`src/logic/lmi_regs.vh`:
```
/*
 * constants of the two-wire register access slave: bus addresses,
 * byte layout and the output data hold timing.
 * assumes the includer runs on a 100 MHz system clock.
 */
`ifndef LMI_REGS_VH
`define LMI_REGS_VH

// bus addresses selected by the strap input
`define LMI_ADDR_SEL_LOW     7'h54
`define LMI_ADDR_SEL_HIGH    7'h55

// byte layout
`define LMI_BITS_PER_BYTE    4'h8
`define LMI_DIR_BIT          0
`define LMI_DIR_READ         1'b1

// register store
`define LMI_INDEX_W          8
`define LMI_DEPTH            256
`define LMI_DATA_RESET       8'h00

// timing: data hold after the falling clock edge, least 300 ns
`define LMI_CLK_MHZ          100
`define LMI_T_HOLD_NS        300
`define LMI_HOLD_CYC         ((`LMI_T_HOLD_NS * `LMI_CLK_MHZ + 999) / 1000)

`endif

```
`src/logic/lmi_i2c_slave.v`:
```
/*
 * two-wire serial slave giving a host access to the internal registers:
 * start/stop detection, address match, index with auto-increment,
 * write commit on the acknowledge of each data byte and read-back.
 * assumes the clock and data pins are open drain with external pull-ups and
 * an SCL rate far below the 100 MHz system clock (400 kHz at most).
 */
`timescale 1ns/1ps
`include "lmi_regs.vh"

// Function
// - data is sampled on rising clock; the device changes data only while clock is low
// - data toggling with clock high mid-transfer abandons it and drops partial byte
// - data falling while clock high is a start
// - data rising while clock high is a stop
// - bus counts as busy from start until the next stop
// - a repeated start behaves like a first start and restarts address reception
// - bytes are eight bits, most significant bit first
// - transmitter releases data during acknowledge; receiver drives low on ninth pulse
// - once addressed, every received byte is acknowledged
// - first byte is seven address bits then direction, zero write, one read
// - answer address 54h with strap low, 55h with strap high, nothing else
// - in a write, second byte is register index, third byte is data
// - written value takes effect on rising clock of the final acknowledge
// - index auto-increments after each byte written and after each read byte the master acknowledges
module lmi_i2c_slave (
    // clock and reset
    input  wire       clk_sys,
    input  wire       reset_n,
    // serial pins, data is open drain
    input  wire       sclPin,
    input  wire       sdaPin,
    output reg        sdaOut_ff,
    output reg        sdaOe_ff,
    // address strap
    input  wire       addrSelPin,
    // status
    output reg        busBusy_ff,
    // register update notice
    output reg        regWrStrobe_ff,
    output reg  [7:0] regWrIndex_ff,
    output reg  [7:0] regWrData_ff,
    // device read of the register store
    input  wire [7:0] cfgRdIndex,
    output wire [7:0] cfgRdData
);

    // protocol states
    localparam [2:0] ST_IDLE = 3'h0;
    localparam [2:0] ST_RX   = 3'h1;
    localparam [2:0] ST_ACK  = 3'h2;
    localparam [2:0] ST_TX   = 3'h3;
    localparam [2:0] ST_MACK = 3'h4;
    localparam [2:0] ST_SKIP = 3'h5;

    // kind of byte being received
    localparam [1:0] BK_ADDR  = 2'h0;
    localparam [1:0] BK_INDEX = 2'h1;
    localparam [1:0] BK_DATA  = 2'h2;

    localparam integer HOLD_CYC = `LMI_HOLD_CYC;
    localparam [6:0]   HOLD_LD  = HOLD_CYC[6:0];

    wire [2:0] pinSync;
    wire       sclS;
    wire       sdaS;
    wire       addrSelS;
    wire [7:0] rdData;

    reg  [2:0] state_ff;
    reg  [3:0] bitCnt_ff;
    reg  [7:0] shift_ff;
    reg  [1:0] byteKind_ff;
    reg  [1:0] ackKind_ff;
    reg        readMode_ff;
    reg        masterAck_ff;
    reg  [7:0] index_ff;
    reg  [6:0] holdCnt_ff;
    reg        pendLow_ff;
    reg        sclD_ff;
    reg        sdaD_ff;

    wire       sclRise;
    wire       sclFall;
    wire       startSeen;
    wire       stopSeen;
    wire [6:0] myAddr;

    // pins pass two flip-flops before any logic looks at them
    lmi_sync2 #(
        .W (3)
    ) u_sync (
        .clk_sys (clk_sys),
        .reset_n (reset_n),
        .asyncIn ({addrSelPin, sdaPin, sclPin}),
        .syncOut (pinSync)
    );

    assign sclS     = pinSync[0];
    assign sdaS     = pinSync[1];
    assign addrSelS = pinSync[2];

    lmi_reg_store u_store (
        .clk_sys    (clk_sys),
        .reset_n    (reset_n),
        .wrEn       (regWrStrobe_ff),
        .wrIndex    (regWrIndex_ff),
        .wrData     (regWrData_ff),
        .rdIndexA   (index_ff),
        .rdDataA    (rdData),
        .rdIndexB   (cfgRdIndex),
        .rdDataB_ff (cfgRdData)
    );

    // edge and condition detection on the synchronised levels
    assign sclRise   = sclS & ~sclD_ff;
    assign sclFall   = ~sclS & sclD_ff;
    assign startSeen = sclS & sclD_ff & sdaD_ff & ~sdaS;
    assign stopSeen  = sclS & sclD_ff & ~sdaD_ff & sdaS;

    // strap picks one of two addresses
    assign myAddr = addrSelS ? `LMI_ADDR_SEL_HIGH : `LMI_ADDR_SEL_LOW;

    // delayed copies for edge detection
    always @(posedge clk_sys or negedge reset_n)
    begin
        if (!reset_n)
        begin
            sclD_ff <= 1'b1;
            sdaD_ff <= 1'b1;
        end
        else
        begin
            sclD_ff <= sclS;
            sdaD_ff <= sdaS;
        end
    end

    // protocol engine; data changes are scheduled from the falling clock edge
    // and applied after the hold count, so they land while clock is low
    always @(posedge clk_sys or negedge reset_n)
    begin
        if (!reset_n)
        begin
            state_ff       <= ST_IDLE;
            bitCnt_ff      <= 4'h0;
            shift_ff       <= 8'h00;
            byteKind_ff    <= BK_ADDR;
            ackKind_ff     <= BK_ADDR;
            readMode_ff    <= 1'b0;
            masterAck_ff   <= 1'b0;
            index_ff       <= 8'h00;
            holdCnt_ff     <= 7'h00;
            pendLow_ff     <= 1'b0;
            sdaOut_ff      <= 1'b0;
            sdaOe_ff       <= 1'b0;
            busBusy_ff     <= 1'b0;
            regWrStrobe_ff <= 1'b0;
            regWrIndex_ff  <= 8'h00;
            regWrData_ff   <= 8'h00;
        end
        else
        begin
            // open drain: the pin is only ever pulled low, never driven high
            sdaOut_ff      <= 1'b0;
            regWrStrobe_ff <= 1'b0;

            // scheduled data change after the hold time
            if (holdCnt_ff != 7'h00)
            begin
                holdCnt_ff <= holdCnt_ff - 7'h01;
                if (holdCnt_ff == 7'h01)
                    sdaOe_ff <= pendLow_ff;
            end

            if (startSeen)
            begin
                // first or repeated start alike; partial byte dropped
                state_ff    <= ST_RX;
                bitCnt_ff   <= 4'h0;
                shift_ff    <= 8'h00;
                byteKind_ff <= BK_ADDR;
                holdCnt_ff  <= 7'h00;
                sdaOe_ff    <= 1'b0;
                busBusy_ff  <= 1'b1;
            end
            else if (stopSeen)
            begin
                // a stop mid-byte also abandons the transfer
                state_ff   <= ST_IDLE;
                bitCnt_ff  <= 4'h0;
                holdCnt_ff <= 7'h00;
                sdaOe_ff   <= 1'b0;
                busBusy_ff <= 1'b0;
            end
            else
            begin
                case (state_ff)
                    ST_RX:
                    begin
                        if (sclRise)
                        begin
                            shift_ff  <= {shift_ff[6:0], sdaS};
                            bitCnt_ff <= bitCnt_ff + 4'h1;
                        end
                        if (sclFall && bitCnt_ff == `LMI_BITS_PER_BYTE)
                        begin
                            bitCnt_ff  <= 4'h0;
                            ackKind_ff <= byteKind_ff;
                            pendLow_ff <= 1'b1;
                            holdCnt_ff <= HOLD_LD;
                            state_ff   <= ST_ACK;
                            case (byteKind_ff)
                                BK_ADDR:
                                begin
                                    if (shift_ff[7:1] == myAddr)
                                    begin
                                        readMode_ff <= shift_ff[`LMI_DIR_BIT]
                                                       == `LMI_DIR_READ;
                                        byteKind_ff <= BK_INDEX;
                                    end
                                    else
                                    begin
                                        pendLow_ff <= 1'b0;
                                        holdCnt_ff <= 7'h00;
                                        state_ff   <= ST_SKIP;
                                    end
                                end
                                BK_INDEX:
                                begin
                                    index_ff    <= shift_ff;
                                    byteKind_ff <= BK_DATA;
                                end
                                default:
                                begin
                                    byteKind_ff <= BK_DATA;
                                end
                            endcase
                        end
                    end
                    ST_ACK:
                    begin
                        // commit lands on the rising edge of the ack pulse
                        if (sclRise && ackKind_ff == BK_DATA)
                        begin
                            regWrStrobe_ff <= 1'b1;
                            regWrIndex_ff  <= index_ff;
                            regWrData_ff   <= shift_ff;
                            index_ff       <= index_ff + 8'h01;
                        end
                        if (sclFall)
                        begin
                            holdCnt_ff <= HOLD_LD;
                            bitCnt_ff  <= 4'h0;
                            if (readMode_ff && ackKind_ff == BK_ADDR)
                            begin
                                shift_ff   <= rdData;
                                pendLow_ff <= ~rdData[7];
                                state_ff   <= ST_TX;
                            end
                            else
                            begin
                                pendLow_ff <= 1'b0;
                                state_ff   <= ST_RX;
                            end
                        end
                    end
                    ST_TX:
                    begin
                        if (sclRise)
                            bitCnt_ff <= bitCnt_ff + 4'h1;
                        if (sclFall)
                        begin
                            holdCnt_ff <= HOLD_LD;
                            if (bitCnt_ff == `LMI_BITS_PER_BYTE)
                            begin
                                // transmitter releases for the master's ack
                                pendLow_ff <= 1'b0;
                                state_ff   <= ST_MACK;
                            end
                            else
                            begin
                                shift_ff   <= {shift_ff[6:0], 1'b0};
                                pendLow_ff <= ~shift_ff[6];
                            end
                        end
                    end
                    ST_MACK:
                    begin
                        if (sclRise)
                        begin
                            masterAck_ff <= ~sdaS;
                            if (!sdaS)
                                index_ff <= index_ff + 8'h01;
                        end
                        if (sclFall)
                        begin
                            bitCnt_ff <= 4'h0;
                            if (masterAck_ff)
                            begin
                                shift_ff   <= rdData;
                                pendLow_ff <= ~rdData[7];
                                holdCnt_ff <= HOLD_LD;
                                state_ff   <= ST_TX;
                            end
                            else
                            begin
                                state_ff <= ST_SKIP;
                            end
                        end
                    end
                    ST_SKIP:
                    begin
                        // released; only a start or stop gets us out
                        sdaOe_ff <= 1'b0;
                    end
                    ST_IDLE:
                    begin
                        sdaOe_ff <= 1'b0;
                    end
                    default:
                    begin
                        state_ff <= ST_IDLE;
                    end
                endcase
            end
        end
    end

endmodule

```
`src/logic/lmi_sync2.v`:
```
/*
 * two flip-flop synchroniser for a group of asynchronous pin levels.
 * assumes the inputs are levels; nothing but the second stage reads stage one.
 */
`timescale 1ns/1ps

module lmi_sync2 #(
    parameter W = 1
) (
    // clock and reset
    input  wire         clk_sys,
    input  wire         reset_n,
    // levels
    input  wire [W-1:0] asyncIn,
    output wire [W-1:0] syncOut
);

    reg [W-1:0] meta_ff;
    reg [W-1:0] stable_ff;

    // reset high: an idle two-wire bus is pulled up
    always @(posedge clk_sys or negedge reset_n)
    begin
        if (!reset_n)
        begin
            meta_ff   <= {W{1'b1}};
            stable_ff <= {W{1'b1}};
        end
        else
        begin
            meta_ff   <= asyncIn;
            stable_ff <= meta_ff;
        end
    end

    assign syncOut = stable_ff;

endmodule

```
`src/logic/lmi_reg_store.v`:
```
/*
 * internal register store written and read through the serial slave.
 * assumes one write port from the slave, one combinational read for the
 * slave and one registered read port for the device's own logic.
 */
`timescale 1ns/1ps
`include "lmi_regs.vh"

module lmi_reg_store (
    // clock and reset
    input  wire       clk_sys,
    input  wire       reset_n,
    // write port
    input  wire       wrEn,
    input  wire [7:0] wrIndex,
    input  wire [7:0] wrData,
    // serial read port
    input  wire [7:0] rdIndexA,
    output wire [7:0] rdDataA,
    // device read port
    input  wire [7:0] rdIndexB,
    output reg  [7:0] rdDataB_ff
);

    reg [7:0] mem [0:`LMI_DEPTH-1];
    integer   i;

    // store updates only on the write strobe, so a value lands as one step
    always @(posedge clk_sys or negedge reset_n)
    begin
        if (!reset_n)
        begin
            for (i = 0; i < `LMI_DEPTH; i = i + 1)
                mem[i] <= `LMI_DATA_RESET;
            rdDataB_ff <= `LMI_DATA_RESET;
        end
        else
        begin
            if (wrEn)
                mem[wrIndex] <= wrData;
            rdDataB_ff <= mem[rdIndexB];
        end
    end

    assign rdDataA = mem[rdIndexA];

endmodule

```
`config.mk`:
```
export PLATFORM = sky130hd
export DESIGN_NAME = lmi_i2c_slave
export DESIGN_NICKNAME = d
export VERILOG_FILES = /design/src/logic/lmi_i2c_slave.v /design/src/logic/lmi_sync2.v /design/src/logic/lmi_reg_store.v
export VERILOG_INCLUDE_DIRS = /design/src /design/src/logic
export SDC_FILE = /design/constraint.sdc
export NUM_CORES = 2
export LEC_CHECK = 0
export ABC_CLOCK_PERIOD_IN_PS = 3200
export BUFFER_PORTS_ARGS = -buffer_cell sky130_fd_sc_hd__clkbuf_2
export CORE_ASPECT_RATIO = 1.1
export CORE_MARGIN = 1.5
export CORE_UTILIZATION = 40
export CTS_BUF_LIST = sky130_fd_sc_hd__clkbuf_16
export CTS_CLUSTER_SIZE = 12
export DETAILED_ROUTE_END_ITERATION = 7
export GPL_ROUTABILITY_DRIVEN = 0
export GPL_TIMING_DRIVEN = 0
export PLACE_DENSITY = 0.53
export REMOVE_ABC_BUFFERS = 1
export SLEW_MARGIN = 20
export SYNTH_ARGS = -nofsm -noshare
export SYNTH_HDL_FRONTEND = slang
export SYNTH_SLANG_ARGS = --single-unit
```
`constraint.sdc`:
```
create_clock -name clk_sys -period 3.2 [get_ports clk_sys]
set_input_delay 0.16 -clock clk_sys [delete_from_list [all_inputs] [get_ports clk_sys]]
set_output_delay 0.16 -clock clk_sys [all_outputs]
set_load 0.05 [all_outputs]
```
# Word-level counts from Yosys, hierarchy flattened
# Cells that the tools add are included.
# word_totals
out_inout_bits,28
reg_bits,2120
# op_classes
n_lt_le_gt_ge,4
n_addsub,3
reduce_logical,31
eq_ne,35
bitwise_logic,18
n_mux,81
# ops
cell,n
bitwise mux 2048 bit,1
2-to-1 mux 8 bit,19
binary-select mux 8 bit (select 8 bit),2
demux 8 bit (select 8 bit),1
2-to-1 mux 7 bit,7
one-hot mux 8 bit (4 select lines),1
2-to-1 mux 3 bit,10
greater-or-equal comparator 9 bit (second input constant),3
NOT 8 -> 9 bit,3
inequality test 3 bit (second input constant),8
one-hot mux 8 bit (3 select lines),1
2-to-1 mux 1 bit,21
one-hot mux 7 bit (3 select lines),1
2-to-1 mux 4 bit,5
inequality test 4 bit (second input constant),5
inequality test 2 bit (second input constant),9
AND reduction 4 bit,4
AND reduction 8 bit,2
one-hot mux 3 bit (5 select lines),1
2-to-1 mux 2 bit,7
one-hot mux 4 bit (3 select lines),1
AND reduction 6 bit,2
nonzero test 4 bit,3
2-to-1 mux 5 bit,2
other kinds (28),53

# Longest topological paths before layout
# logic_depth
word_depth,9
mapped_depth,13

# By module
# Synthesis repeated with hierarchy kept, for this count alone.
# hier_totals
cells_unflattened,7512
area_unflattened_um2,113578.9
# modules_own_cells
module,n_inst,area_per_inst_um2,cells_each,seq_area_each_um2
lmi_reg_store,1,110240.7,7194,51449.3
lmi_i2c_slave,1,3180.6,312,1453.9
lmi_sync2,1,157.7,6,157.7

# Worst setup path before layout
# No wires, ideal clock.
# synth_path
path_type,register to register
startpoint,register regWrIndex_ff[1]
endpoint,register u_store.mem[1784] (netlist name)
t_arrival_ns,2.610
path_stages_with_launch,8
n_path_buf,3
slack_ns,0.465
required_ns,3.075
cell_sequence,dfrtp_1 -> clkbuf_1 -> or3b_2 -> clkbuf_1 -> nor3_1 -> clkbuf_1 -> nand2_1 -> mux2_2
# synth_via
elab_chain_cells,6
# synth_lines
element,line,source
from (decl),lmi_i2c_slave.v:41,"output reg [7:0] regWrIndex_ff,"
from (signal assigned),lmi_i2c_slave.v:247,regWrIndex_ff <= index_ff;
NOT 8 -> 9 bit (not written as such) *,lmi_reg_store.v:40,mem[wrIndex] <= wrData;
greater-or-equal comparator 9 bit (not written as such) or < comparator 9 x 1 -> 1 bit (tied branches),lmi_reg_store.v:40,
logical AND 1 bit (not written as such),lmi_reg_store.v:40,
2-to-1 mux 8 bit (not written as such),lmi_reg_store.v:40,
demux 8 bit (select 8 bit) *,lmi_reg_store.v:40,
bitwise mux 2048 bit *,lmi_reg_store.v:40,
"to (signal, indexed assignment)",lmi_reg_store.v:34,mem[i] <= `LMI_DATA_RESET;
"to (signal, indexed assignment)",lmi_reg_store.v:40,
to (decl),lmi_reg_store.v:25,reg [7:0] mem [0:`LMI_DEPTH-1];
# Every way passes the cells marked *; elsewhere a longest branch is shown, timed or not.
# A chain may end at the register's enable or synchronous reset.

# Worst setup path after layout
# layout_path
startpoint,register index_ff[1]
endpoint,register shift_ff[4]
# layout_via
elab_chain_cells,9
# layout_lines
element,line,source
from (decl),lmi_i2c_slave.v:77,reg [7:0] index_ff;
from (signal assigned),lmi_i2c_slave.v:231,index_ff <= shift_ff;
from (signal assigned),lmi_i2c_slave.v:249,index_ff <= index_ff + 8'h01;
from (signal assigned),lmi_i2c_slave.v:294,index_ff <= index_ff + 8'h01;
NOT 8 -> 9 bit (not written as such) *,lmi_reg_store.v:45,assign rdDataA = mem[rdIndexA];
binary-select mux 8 bit (select 8 bit) *,lmi_reg_store.v:45,
2-to-1 mux 8 bit (not written as such) * (2 in series),lmi_reg_store.v:45,
"2-to-1 mux 8 bit, on equally long branches","lmi_i2c_slave.v:299, lmi_i2c_slave.v:255",
"2-to-1 mux 8 bit, on equally long branches","lmi_i2c_slave.v:296, lmi_i2c_slave.v:251",
one-hot mux 8 bit (4 select lines) *,lmi_i2c_slave.v:198,case (state_ff)
2-to-1 mux 8 bit *,lmi_i2c_slave.v:187,else if (stopSeen)
2-to-1 mux 8 bit *,lmi_i2c_slave.v:176,if (startSeen)
to (signal assigned),lmi_i2c_slave.v:203,"shift_ff <= {shift_ff[6:0], sdaS};"
to (signal assigned),lmi_i2c_slave.v:283,"shift_ff <= {shift_ff[6:0], 1'b0};"
to (signal assigned),lmi_i2c_slave.v:301,shift_ff <= rdData;
to (decl),lmi_i2c_slave.v:72,reg [7:0] shift_ff;
# Every way passes the cells marked *; elsewhere a longest branch is shown, timed or not. The select of a mux whose other input is x is not followed.

==> results by group <==
Setup path
  – CP Capture Type: flop
  – Startpoint types: flop
  – Max FO, Critical Path: 16
  – Kind of cell adding the most delay to the critical path: compound AO/OA/AOI/OAI gates
  – CP Class: reg -> reg
  – Worst path depth: 9
  – CP max stage cell: nor2b_4
  – WP data required: 3980 ps
  – Worst reg-to-reg path cell count: 9
  – Max incr delay on CP: 590 ps
  – Critical Path, Cell by Cell: buf_6, buf_12, nor2b_4, a221oi_1, a21oi_1, o21ai_0, mux4_2, o211ai_1, o311ai_1
  – WP buf/inv: 2
  – Worst EP arrival: 4340 ps

GRT
  – Total track usage: 0.2818
  – Vias in the first global route: 72790
  – Initial antenna violation count: 17
  – Gr ovfl total: 0
  – First-pass GRT wire length: 573300 um
  – Largest net degree at the start of global routing: 90

Power and ir drop
  – Leak: 57.17 nW
  – PwrDens: 419.6 nW/um^2
  – Peak supply drop: 450.7 uV

Routing
  – Vias: 71410
  – Final ANT Viol Nets: 0
  – Drt pass-1 iters: 7
  – Initial drt markers: approximately 6900
  – DRC errors left: 0
  – DR vias/cell: 6.407
  – Wirelength per Cell: around 36 um
  – Total Wirelength: 405300 um

Synthesis
  – Main combinational cell family by area after synthesis: multiplexers
  – Distinct cells, synth: 74
  – Xor/xnor share of the synthesized area: 0.0005430
  – Syn Area/Cell: roughly 16 um^2
  – Mux contribution to synthesized area: 0.4557
  – Post-synthesis sequential area ratio: 0.4700
  – Synth Area in Adders: 0.0006649
  – Compound-cell area share of the yosys netlist: 0.02404
  – FFs w/ async S/R, synth: 1.000
  – Simple-gate share of the synthesized area: 0.02356
  – Top_reg_cell synth: dfrtp_1
  – Ys Warns: 0
  – Flops & latches, synth: 2120
  – Cell Area, Synth: 112900 um^2
  – Gate Count Post-Synth: 7224
  – Post-synth EDFFs: 0

Worst hold path
  – Worst Hold Class: in -> reg
  – Hold Path Cell Cnt: 4

Clock network
  – Max clock buf depth: 4
  – CTS tree: done
  – CTS Sinks: 2120
  – Skew-Pair Late Insertion Delay: 940 ps
  – H-tree lvl count: 4
  – TritonCTS Buffers: about 240
  – Reg clk slew, reported paths: 60 ps
  – Clock Tree Root: clkbuf_16

Cells and area
  – Design area: 131600 um^2
  – Footprint of the multi-input gates: ~59000 um^2
  – # fillers: 24130
  – Layout cell share with drive strength beyond 1: 0.5795
  – Register Area: 53120 um^2
  – Area growth, synth to finish: 16.55%
  – Post-layout nets: 7276
  – Final Util: 0.4687
  – Layout Cells excl Fill: 11150

Place
  – Dpl cell area: approximately 120000 um^2
  – Inst Count DP: 10530
  – Buffers added on ports: 39
  – Post-DP HPWL: 261500 um

Floorplan
  – Starting Density: 0.4021
  – DIE WIDTH: 509.6 um
  – Core area: 280800 um^2
  – Die ar.: around 290000 um^2
  – IO Count: 41
  – FP Rows: 204
  – Die height: 560.2 um

Job
  – Maxcap violations: 0

Outcome
  – Run status: finished with violations
  – Failing checks: negative setup slack

Timing
  – Count of final hold-check violations: 0
  – RSZ-0062 raised after global routing: yes
  – Final period util: 1.111
  – Fmax: 281.4 MHz
  – Max transition margin: 0.2130
  – Tmin final: 3554 ps
  – Clock skew: approximately 69 ps
  – Final Setup Violations: 227
  – Tightest Pin Transition: 1181 ps
  – Slew Limit Fails: 0
  – Min setup slack post-route: -354.1 ps
[kinds of logic after synthesis]
| group | Yosys count |
|---|---|
| simple gates | 612 |
| other cells | 1 |
| fa+ha+maj | 6 |
| mux | 3442 |
| flops | 2120 |
| compound gates | 399 |
| buf+inv | 637 |
| xor+xnor | 7 |
[through the flow]
stage               hold WS, ps  setup WS, ps  total power [mW]  setup TNS, ps
floorplan                -135.6        -21150             27.77       -2093440
global placement          250.6        -52530             29.31              -
detailed placement        204.9         -2287             29.19        -773650
CTS                       217.6        -328.4             55.79         -38220
global route              229.4        -411.5             56.92          -6414
finish                    250.4        -354.1             55.21         -11370
[report_power, final]
group	internal [mW]	total [mW]	switching (mW)
Clock	14.8	26.4	11.6
Combinational	0.648	1.91	1.26
Sequential	26.8	26.9	0.0495
Total	42.3	55.2	12.9
[metal layers]
metal  up-vias  track usage  wire [um]
met3       697      0.05065      27330
li1      28410            -          -
met4         2       0.1172      19420
met1     39590       0.3779     163600
met2      2709       0.4512     195000
met5         -            0          8
[worst min-delay path, stage by stage]
cell	delay, ps
clkbuf_2	260
nor2b_1	230
a22oi_1	240
nand2_2	150
[area by class of cell]
type / count / share of cell area
well taps: 3708 / 0.03526
clock inverters: 175 / 0.008662
multi-input cells: 4467 / 0.4486
diodes: 6 / 0.0001141
repair buffers: 413 / 0.05670
clock buffers: 244 / 0.04640
inverters: 13 / 0.0005705
flip-flops and latches: 2120 / 0.4037
[cell usage in the layout (no fill, tap or decap), types with 9 or more instances in the layout]
cell type / n
buf_16: 128
nand3_1: 21
dfrtp_4: 15
mux2i_4: 11
dfrtp_1: 2092
a22oi_1: 24
o22ai_1: 25
mux2i_1: 188
buf_8: 9
clkinv_1: 61
clkinv_2: 25
mux2_2: 2082
bufinv_16: 15
mux4_2: 1150
o22a_1: 9
clkbuf_16: 255
nand2b_1: 13
nand2_2: 16
nor2_1: 69
nor3_2: 11
buf_4: 109
a211oi_1: 9
nor2b_1: 17
mux2i_2: 10
a21oi_1: 66
o221ai_1: 22
buf_6: 15
clkbuf_2: 32
buf_12: 58
nand2_1: 207
a22oi_2: 9
a31oi_1: 17
nor2_4: 88
bufbuf_16: 32
nor2_2: 82
a221oi_1: 16
o21ai_0: 62
o211ai_1: 15
inv_1: 76
[cells in the mapped netlist (5+ instances only)]
library cell | count | area share
a2111oi_0 | 5 | 0.00039
a211o_1 | 6 | 0.00047
a211oi_1 | 15 | 0.0010
a21oi_1 | 77 | 0.0034
a221o_1 | 6 | 0.00053
a221oi_1 | 26 | 0.0020
a22o_1 | 5 | 0.00039
a22oi_1 | 33 | 0.0022
a31oi_1 | 21 | 0.0012
and3_1 | 5 | 0.00028
buf_1 | 34 | 0.0011
buf_2 | 110 | 0.0049
buf_4 | 32 | 0.0021
buf_6 | 31 | 0.0031
clkbuf_1 | 417 | 0.014
dfrtp_1 | 2112 | 0.47
dfstp_2 | 8 | 0.0019
ha_1 | 6 | 0.00066
inv_1 | 10 | 0.00033
mux2_2 | 2083 | 0.21
mux2i_1 | 209 | 0.019
mux4_2 | 1150 | 0.23
nand2_1 | 228 | 0.0076
nand2b_1 | 14 | 0.00078
nand3_1 | 31 | 0.0014
nand3b_1 | 6 | 0.00040
nor2_1 | 239 | 0.0079
nor2b_1 | 29 | 0.0016
nor3_1 | 18 | 0.00080
nor4_1 | 6 | 0.00033
o211ai_1 | 15 | 0.0010
o21ai_0 | 77 | 0.0034
o221ai_1 | 27 | 0.0021
o22a_1 | 9 | 0.00070
o22ai_1 | 28 | 0.0016
o31ai_1 | 10 | 0.00066
or2_2 | 5 | 0.00028
[what timing repair did]
| item | 4_1_cts | 5_1_grt |
|---|---|---|
| endpoints found under the setup margin | 1881 | 1217 |
| pin swaps | 47 | 40 |
| setup buffers | 91 | 42 |
| hold endpoints to repair | 497 | 0 |
| hold buffers | 9 | 0 |
| gates resized for setup | 335 | 153 |
| cloned | 40 | 9 |
[worst paths after layout]
path | start | endpoint | slack [ps]
min reg2reg | u_sync.meta_ff[1] | u_sync.syncOut[1] | 360
min in group asynchronous | reset_n | u_store.mem[838] | 550
max in group asynchronous | reset_n | u_store.mem[336] | 370
min | cfgRdIndex[6] | u_store.rdDataB_ff[1] | 250
max | index_ff[1] | shift_ff[4] | -350
max reg2reg | index_ff[1] | shift_ff[4] | -350
[state kept, by name, indices dropped and copies added, names as in the netlist, 4 cells and up]
signal and flops:
u_store.mem 2048, index_ff 8, regWrData_ff 8, regWrIndex_ff 8, shift_ff 8, u_store.rdDataB_ff 8, holdCnt_ff 7, bitCnt_ff 4
(Power assumes the default switching activity.)
